**src/common/cpu_ctrl_defines.svh**
```systemverilog
// Constants for the processor interrupt, reset and stall sequencer
`ifndef CPU_CTRL_DEFINES_SVH
`define CPU_CTRL_DEFINES_SVH

// Vector addresses, low byte first
`define VEC_NMI_LO 16'hFFFA
`define VEC_RST_LO 16'hFFFC
`define VEC_IRQ_LO 16'hFFFE

// Stack page and idle bus address
`define STACK_PAGE 8'h01
`define IDLE_ADDR 16'hFFFF

// Status register bit positions
`define STAT_IMASK_BIT 2
`define STAT_OVF_BIT 6

// Bus cycles of initialisation after reset release
`define RST_INIT_CYCLES 3'h6

`endif

```
**src/common/cpu_ctrl_pkg.sv**
```systemverilog
// Types shared by the processor interrupt, reset and stall sequencer
package cpu_ctrl_pkg;

  // Sequencer states
  typedef enum logic [2:0] {
    ST_RUN,
    ST_RST_INIT,
    ST_PUSH_PCH,
    ST_PUSH_PCL,
    ST_PUSH_P,
    ST_VEC_LO,
    ST_VEC_HI,
    ST_RESUME
  } seq_state_e;

  // Vector selection
  typedef enum logic [1:0] {
    VSEL_NMI,
    VSEL_RST,
    VSEL_IRQ
  } vec_sel_e;

  // Cycle request from the execution core
  typedef struct packed {
    logic [15:0] addr;
    logic [7:0] wdata;
    logic write;
    logic opfetch;
    logic last;
  } core_req_s;

  // Bus cycle presented on the pins
  typedef struct packed {
    logic [15:0] addr;
    logic [7:0] wdata;
    logic write;
    logic sync;
  } bus_cycle_s;

endpackage : cpu_ctrl_pkg

```
**src/design/phase_two_sampler.sv**
```systemverilog
// Phase-two sampling of interrupt and overflow-set inputs, with edge detection of NMI and overflow-set
`timescale 1ns/1ps
`default_nettype none

module phase_two_sampler (
  // Clock and reset
  input wire logic mclk_i,
  input wire logic reset_n_i,
  // Sample strobe, high in phase two
  input wire logic sample_i,
  // External active-low inputs
  input wire logic nmi_n_i,
  input wire logic irq_n_i,
  input wire logic so_n_i,
  // Conditioned outputs
  output logic nmi_edge_o,
  output logic irq_active_o,
  output logic so_edge_o
);

  logic nmi_prev_reg, nmi_prev_next;
  logic so_prev_reg, so_prev_next;
  logic nmi_edge_reg, nmi_edge_next;
  logic irq_reg, irq_next;
  logic so_edge_reg, so_edge_next;

  // =====================================================
  // Next values: sample only in phase two
  always_comb begin
    nmi_prev_next = nmi_prev_reg;
    so_prev_next = so_prev_reg;
    irq_next = irq_reg;
    nmi_edge_next = 1'b0;
    so_edge_next = 1'b0;
    if (sample_i) begin
      nmi_prev_next = nmi_n_i;
      so_prev_next = so_n_i;
      irq_next = ~irq_n_i;
      nmi_edge_next = nmi_prev_reg & ~nmi_n_i;
      so_edge_next = so_prev_reg & ~so_n_i;
    end
  end

  // =====================================================
  // State registers
  always_ff @(posedge mclk_i or negedge reset_n_i) begin
    if (!reset_n_i) begin
      nmi_prev_reg <= 1'b1;
      so_prev_reg <= 1'b1;
      irq_reg <= 1'b0;
      nmi_edge_reg <= 1'b0;
      so_edge_reg <= 1'b0;
    end else begin
      nmi_prev_reg <= nmi_prev_next;
      so_prev_reg <= so_prev_next;
      irq_reg <= irq_next;
      nmi_edge_reg <= nmi_edge_next;
      so_edge_reg <= so_edge_next;
    end
  end

  assign nmi_edge_o = nmi_edge_reg;
  assign irq_active_o = irq_reg;
  assign so_edge_o = so_edge_reg;

endmodule : phase_two_sampler

`default_nettype wire

```
**src/design/cpu_interrupt_reset_stall_control.sv**
```systemverilog
// Processor bus cycle sequencer: ready stall, interrupt entry and reset start-up
`timescale 1ns/1ps
`default_nettype none
`include "cpu_ctrl_defines.svh"

module cpu_interrupt_reset_stall_control
  import cpu_ctrl_pkg::*;
(
  // Clock and reset
  input wire logic mclk_i,
  input wire logic reset_n_i,
  // External control inputs
  input wire logic ready_i,
  input wire logic irq_n_i,
  input wire logic nmi_n_i,
  input wire logic so_n_i,
  // Read data bus
  input wire logic [7:0] data_i,
  // Execution core state
  input var core_req_s core_req_i,
  input wire logic [15:0] pc_i,
  input wire logic [7:0] sp_i,
  input wire logic [7:0] status_i,
  // Bus cycle and phase outputs
  output bus_cycle_s bus_o,
  output logic phase2_o,
  output logic halted_o,
  // Core handshake outputs
  output logic cycle_done_o,
  output logic seq_busy_o,
  output logic pc_load_o,
  output logic [15:0] pc_vec_o,
  output logic stack_push3_o,
  output logic imask_set_o,
  output logic ovf_set_o
);

  // =====================================================
  // Declarations
  seq_state_e state_reg, state_next;
  vec_sel_e vsel_reg, vsel_next;
  bus_cycle_s bus_reg, bus_next;
  logic last_reg, last_next;
  logic phase_reg, phase_next;
  logic halt_reg, halt_next;
  logic [2:0] init_cnt_reg, init_cnt_next;
  logic nmi_pend_reg, nmi_pend_next;
  logic [7:0] vec_lo_reg, vec_lo_next;
  logic [15:0] pc_vec_reg, pc_vec_next;
  logic done_reg, done_next;
  logic busy_reg, busy_next;
  logic pc_load_reg, pc_load_next;
  logic push3_reg, push3_next;
  logic imask_reg, imask_next;
  logic ovf_reg, ovf_next;
  logic cyc_end;
  logic nmi_edge;
  logic irq_active;
  logic so_edge;

  // =====================================================
  // Vector address for a selection, low or high byte
  function automatic logic [15:0] vec_addr(input vec_sel_e sel, input logic hi);
    logic [15:0] base;
    base = `VEC_IRQ_LO;
    case (sel)
      VSEL_NMI: base = `VEC_NMI_LO;
      VSEL_RST: base = `VEC_RST_LO;
      VSEL_IRQ: base = `VEC_IRQ_LO;
      default: base = `VEC_IRQ_LO;
    endcase
    return {base[15:1], hi};
  endfunction : vec_addr

  // Stack address at or below the current pointer
  function automatic logic [15:0] stack_addr(input logic [7:0] sp, input logic [1:0] off);
    logic [7:0] low;
    low = sp - {6'h00, off};
    return {`STACK_PAGE, low};
  endfunction : stack_addr

  // Build one bus cycle
  function automatic bus_cycle_s make_cycle(input logic [15:0] addr, input logic [7:0] wdata,
                                            input logic write, input logic sync);
    bus_cycle_s c;
    c.addr = addr;
    c.wdata = wdata;
    c.write = write;
    c.sync = sync;
    return c;
  endfunction : make_cycle

  // =====================================================
  // Input conditioning in phase two
  phase_two_sampler u_sampler (
    .mclk_i(mclk_i),
    .reset_n_i(reset_n_i),
    .sample_i(phase_reg),
    .nmi_n_i(nmi_n_i),
    .irq_n_i(irq_n_i),
    .so_n_i(so_n_i),
    .nmi_edge_o(nmi_edge),
    .irq_active_o(irq_active),
    .so_edge_o(so_edge)
  );

  // =====================================================
  // Cycle end: phase two with ready high, writes never wait
  assign cyc_end = phase_reg & (ready_i | bus_reg.write);

  // =====================================================
  // Phase and halt next values
  always_comb begin
    phase_next = phase_reg;
    halt_next = halt_reg;
    if (!phase_reg) begin
      phase_next = 1'b1;
      halt_next = ~ready_i & ~bus_reg.write;
    end else if (cyc_end) begin
      phase_next = 1'b0;
      halt_next = 1'b0;
    end else begin
      halt_next = 1'b1;
    end
  end

  // =====================================================
  // Sequencer next values
  always_comb begin
    state_next = state_reg;
    vsel_next = vsel_reg;
    bus_next = bus_reg;
    last_next = last_reg;
    init_cnt_next = init_cnt_reg;
    vec_lo_next = vec_lo_reg;
    pc_vec_next = pc_vec_reg;
    nmi_pend_next = nmi_pend_reg;
    done_next = 1'b0;
    pc_load_next = 1'b0;
    push3_next = 1'b0;
    imask_next = 1'b0;
    ovf_next = so_edge;
    if (cyc_end) begin
      case (state_reg)
        ST_RUN, ST_RESUME: begin
          // Entry decided only at instruction end with ready high
          if (state_reg == ST_RUN && last_reg && ready_i && nmi_pend_reg) begin
            nmi_pend_next = 1'b0;
            vsel_next = VSEL_NMI;
            state_next = ST_PUSH_PCH;
            bus_next = make_cycle(stack_addr(sp_i, 2'h0), pc_i[15:8], 1'b1, 1'b0);
            last_next = 1'b0;
          end else if (state_reg == ST_RUN && last_reg && ready_i && irq_active
                       && !status_i[`STAT_IMASK_BIT]) begin
            vsel_next = VSEL_IRQ;
            state_next = ST_PUSH_PCH;
            bus_next = make_cycle(stack_addr(sp_i, 2'h0), pc_i[15:8], 1'b1, 1'b0);
            last_next = 1'b0;
          end else begin
            // Take the core's next cycle
            state_next = ST_RUN;
            bus_next = make_cycle(core_req_i.addr, core_req_i.wdata, core_req_i.write,
                                  core_req_i.opfetch);
            last_next = core_req_i.last;
            done_next = 1'b1;
          end
        end
        ST_RST_INIT: begin
          if (init_cnt_reg == `RST_INIT_CYCLES - 3'h1) begin
            vsel_next = VSEL_RST;
            imask_next = 1'b1;
            state_next = ST_VEC_LO;
            bus_next = make_cycle(vec_addr(VSEL_RST, 1'b0), 8'h00, 1'b0, 1'b0);
          end else begin
            init_cnt_next = init_cnt_reg + 3'h1;
          end
        end
        ST_PUSH_PCH: begin
          state_next = ST_PUSH_PCL;
          bus_next = make_cycle(stack_addr(sp_i, 2'h1), pc_i[7:0], 1'b1, 1'b0);
        end
        ST_PUSH_PCL: begin
          state_next = ST_PUSH_P;
          bus_next = make_cycle(stack_addr(sp_i, 2'h2), status_i, 1'b1, 1'b0);
        end
        ST_PUSH_P: begin
          push3_next = 1'b1;
          imask_next = 1'b1;
          state_next = ST_VEC_LO;
          bus_next = make_cycle(vec_addr(vsel_reg, 1'b0), 8'h00, 1'b0, 1'b0);
        end
        ST_VEC_LO: begin
          vec_lo_next = data_i;
          state_next = ST_VEC_HI;
          bus_next = make_cycle(vec_addr(vsel_reg, 1'b1), 8'h00, 1'b0, 1'b0);
        end
        ST_VEC_HI: begin
          pc_vec_next = {data_i, vec_lo_reg};
          pc_load_next = 1'b1;
          state_next = ST_RESUME;
          bus_next = make_cycle({data_i, vec_lo_reg}, 8'h00, 1'b0, 1'b0);
        end
        default: begin
          state_next = ST_RST_INIT;
          init_cnt_next = 3'h0;
          bus_next = make_cycle(`IDLE_ADDR, 8'h00, 1'b0, 1'b0);
        end
      endcase
    end
    // A new edge wins over the clear of a request just taken
    if (nmi_edge) begin
      nmi_pend_next = 1'b1;
    end
    busy_next = (state_next != ST_RUN);
  end

  // =====================================================
  // Phase and halt registers
  always_ff @(posedge mclk_i or negedge reset_n_i) begin
    if (!reset_n_i) begin
      phase_reg <= 1'b0;
      halt_reg <= 1'b0;
    end else begin
      phase_reg <= phase_next;
      halt_reg <= halt_next;
    end
  end

  // =====================================================
  // Sequencer registers
  always_ff @(posedge mclk_i or negedge reset_n_i) begin
    if (!reset_n_i) begin
      state_reg <= ST_RST_INIT;
      vsel_reg <= VSEL_RST;
      bus_reg <= '{addr: `IDLE_ADDR, wdata: 8'h00, write: 1'b0, sync: 1'b0};
      last_reg <= 1'b0;
      init_cnt_reg <= 3'h0;
      vec_lo_reg <= 8'h00;
      pc_vec_reg <= 16'h0000;
      nmi_pend_reg <= 1'b0;
      done_reg <= 1'b0;
      busy_reg <= 1'b1;
      pc_load_reg <= 1'b0;
      push3_reg <= 1'b0;
      imask_reg <= 1'b0;
      ovf_reg <= 1'b0;
    end else begin
      state_reg <= state_next;
      vsel_reg <= vsel_next;
      bus_reg <= bus_next;
      last_reg <= last_next;
      init_cnt_reg <= init_cnt_next;
      vec_lo_reg <= vec_lo_next;
      pc_vec_reg <= pc_vec_next;
      nmi_pend_reg <= nmi_pend_next;
      done_reg <= done_next;
      busy_reg <= busy_next;
      pc_load_reg <= pc_load_next;
      push3_reg <= push3_next;
      imask_reg <= imask_next;
      ovf_reg <= ovf_next;
    end
  end

  // =====================================================
  // Outputs straight from registers
  assign bus_o = bus_reg;
  assign phase2_o = phase_reg;
  assign halted_o = halt_reg;
  assign cycle_done_o = done_reg;
  assign seq_busy_o = busy_reg;
  assign pc_load_o = pc_load_reg;
  assign pc_vec_o = pc_vec_reg;
  assign stack_push3_o = push3_reg;
  assign imask_set_o = imask_reg;
  assign ovf_set_o = ovf_reg;

endmodule : cpu_interrupt_reset_stall_control

`default_nettype wire

```
**config.mk**
```make
export PLATFORM = sky130hd
export DESIGN_NAME = cpu_interrupt_reset_stall_control
export DESIGN_NICKNAME = d
export VERILOG_FILES = /design/src/common/cpu_ctrl_pkg.sv /design/src/design/phase_two_sampler.sv /design/src/design/cpu_interrupt_reset_stall_control.sv
export VERILOG_INCLUDE_DIRS = /design/src /design/src/common
export SDC_FILE = /design/constraint.sdc
export NUM_CORES = 1
export LEC_CHECK = 0
export ABC_CLOCK_PERIOD_IN_PS = 2440
export BUFFER_PORTS_ARGS = -buffer_cell sky130_fd_sc_hd__buf_2
export CORE_MARGIN = 2
export CORE_UTILIZATION = 45
export DETAILED_ROUTE_END_ITERATION = 12
export GPL_ROUTABILITY_DRIVEN = 0
export PLACE_DENSITY = 0.83
export SLEW_MARGIN = 20
export SYNTH_ARGS = -nofsm -noshare
export SYNTH_HDL_FRONTEND = slang
export SYNTH_SLANG_ARGS = --single-unit
```
**constraint.sdc**
```tcl
create_clock -name mclk_i -period 2.44 [get_ports mclk_i]
set_input_delay 0.122 -clock mclk_i [delete_from_list [all_inputs] [get_ports mclk_i]]
set_output_delay 0.122 -clock mclk_i [all_outputs]
set_load 0.02 [all_outputs]
```
==> impl_results.md <==
* Status: finished, final reports clean
* Main synth FF type: dfrtp_1
* Core area at 8220 um2
* Max-slew violations at 0
* Diode count at 0
* Cells after synthesis at 361
* Peak fanout along the critical path at 18
* CTS clk-pin slew, worst paths at 0.08 ns
* Synth top area cells: dfrtp_1 34%, dfstp_2 15%, mux2_2 7.7%, nand2_1 3.9%, nor2_1 3.2%
* Syn Nets at 439
* Largest net degree at the start of global routing at 74
* Setup bufs post-CTS at 0
* Post-route setup slack at 0.293 ns
* Vias/cell at ~5.6
* Die Y at roughly 96 um
* Global Route Usage Sum at approximately a quarter
* Pre-CTS setup slack at 0.343 ns
* Fmax at 0.466 GHz
* Non-Filler Instances at 598
* Worst-margin pin slew at 0.918 ns
* First-pass GRT wire length at 16.4 mm
* Setup TNS at 0 ns
* Wire per inst at approximately 17 um
* PD cells at approximately 1400 nW/um2
* Met2 WL post-DR at 4.94 mm
* Startpoint Class: register
* Residual DRC at 0
* Routed wl met3 at 912 um
* Highest metal used: met4
* Async SR Flop Fraction at 100%
* CTS Sinks at 73
* Std cell rows at 33
* Worst Skew at 0.00853 ns
* Post-Route WL at 10.4 mm
* DRT iter0 DRCs at 268
* H-tree levels at 3
* Crit. End Element: register
* Seq/Total Area, Yosys at 48.7%
* Post-CTS sizing at 0
* Initial Util at between 40% and 50%
* LEAKAGE at 0.00224 uW
* Die X at 95.9 um
* Area Overhead vs Synth at 25.2%
* RSZ-0062 raised after global routing: false
* Top-area cell type share of the netlist area at 34.2%
* Vias in the first global route at approximately 3400
* WP data required at 2.74 ns
* Clock buffer depth at 2
* Fin. Hold Viols at 0
* Largest register FFs at 26
* Final ANT Viol Nets at 0
* M1 WL at 4.26 mm
* Count leader, synth: dfrtp_1
* Nets@finish at 566
* Final setup viols at 0
* Synth top cells by count: 52 x dfrtp_1, 40 x nand2_1, 32 x nor2_1, 26 x mux2_2, 21 x dfstp_2
* HP Class: input port to register
* Port buffer count at 122
* Synthesis-stage register bit count at 73
* DP Cell Count at 577
* Max Cap Viol at 0
* Root buf cell: clkbuf_8
* Full die area at about 9200 um2
* Clock insertion delay at the later pin of the skew report at about 0.35 ns
* Peak supply drop at 0.701 mV
* Distinct cells, synth at 59
* Yosys warnings at 0
* Routed vias at between 3000 and 4000
* DRT Pass-1 Iters at 4
* Overflow after GRT at 0
* Tcrit/Tclk final at between 80 and 90%
* Initial antenna violation count at 1
* Yosys top cell by area: dfrtp_1
* Fillers at 695
* Relative max-transition margin at between 30% and 40%
* Total CTS buffers at 9
* Worst setup path class: register to register
* Final Critical Period at 2.15 ns
* Post-synth EDFFs at 0
* Cell Area, Synth at ~3800 um2
* Mean post-synth cell area at 10.5 um2
* I/O pin total at ~120
* Hpwl dp at about 7.5 mm
* R2r setup slk at 0.29 ns
* Worst Path Arrival at 2.45 ns
* Fraction of layout cells with a size suffix above 1 at 42.0%
* CTS tree: built
==> worst max-delay path, cell delays in order (launching register included) <==
cell       delay [ns]
dfstp_2          0.69
buf_4            0.30
nor2_1           0.08
a2111oi_0        0.51
xnor2_1          0.15
o221ai_1         0.21
o21a_1           0.15
==> placed cells by master (no fill, tap or decap), drive strengths merged, types with 8 or more instances in the layout <==
cell and instances:
buf 133, dfrtp 52, nand2 40, nor2 34, mux2 29, dfstp 21
a21oi 18, inv 14, o21ai 13, clkbuf 12, mux2i 10, a221oi 9
xnor2 8
==> layout make-up <==
class / instances / area (um2) / area share, %
tap: 105 / 131 / 2.76
multi-input combinational: 252 / 1770 / 37.2
clock buffer: 12 / 155 / 3.26
timing repair buffer: 138 / 746 / 15.7
sequential: 73 / 1850 / 38.9
inverter: 14 / 52.6 / 1.10
clock inverter: 4 / 51.3 / 1.08
==> through the flow <==
stage / power [uW] / utilization [%] / cell area (um2) / hold slack (ns)
6_report: 6620 / 58.0 / 4760 / 0.0153
3_3_place_gp: 5480 / 54.8 / 4510 / 0.303
3_5_place_dp: 5620 / 54.8 / 4510 / 0.311
4_1_cts: 6630 / 58.0 / 4760 / 0.00769
2_1_floorplan: 4590 / - / 3800 / -0.174
5_1_grt: 7080 / 58.0 / 4760 / 0.00801
==> logic make-up after synthesis <==
group           synth area share, %
buf+inv                        4.67
mux                            11.2
xor+xnor                       3.22
compound gates                 18.1
fa+ha+maj                      1.64
simple gates                   12.5
flops                          48.7
==> routing by layer <==
metal / up-vias / GRT usage [%]
met5: - / 0
met4: 0 / 10.2
met3: 26 / 6.73
met2: 167 / 38.1
met1: 1612 / 29.4
li1: 1554 / -
==> path summary, 6_finish.rpt <==
path | to | start | cells past startpoint
setup reg to reg | bus_o[14] | state_reg[0] | 6
hold / removal | u_sampler.so_prev_reg | so_n_i | 2
setup / recovery | bus_o[14] | state_reg[0] | 6
hold reg to reg | ovf_set_o | u_sampler.so_edge_o | 0
min in group asynchronous | ovf_set_o | reset_n_i | 2
max in group asynchronous | vec_lo_reg[3] | reset_n_i | 2
==> power breakdown <==
| part | total (uW) | switching (uW) | internal, uW |
|---|---|---|---|
| logic | 3290 | 1970 | 1320 |
| clock network | 989 | 460 | 529 |
| registers | 2350 | 444 | 1900 |
==> timing repair <==
item                                    CTS  global route
endpoints found under the setup margin    0             0
hold buffers                              5             0
endpoints found under the hold margin    56             0
(Power assumes the default switching activity.)
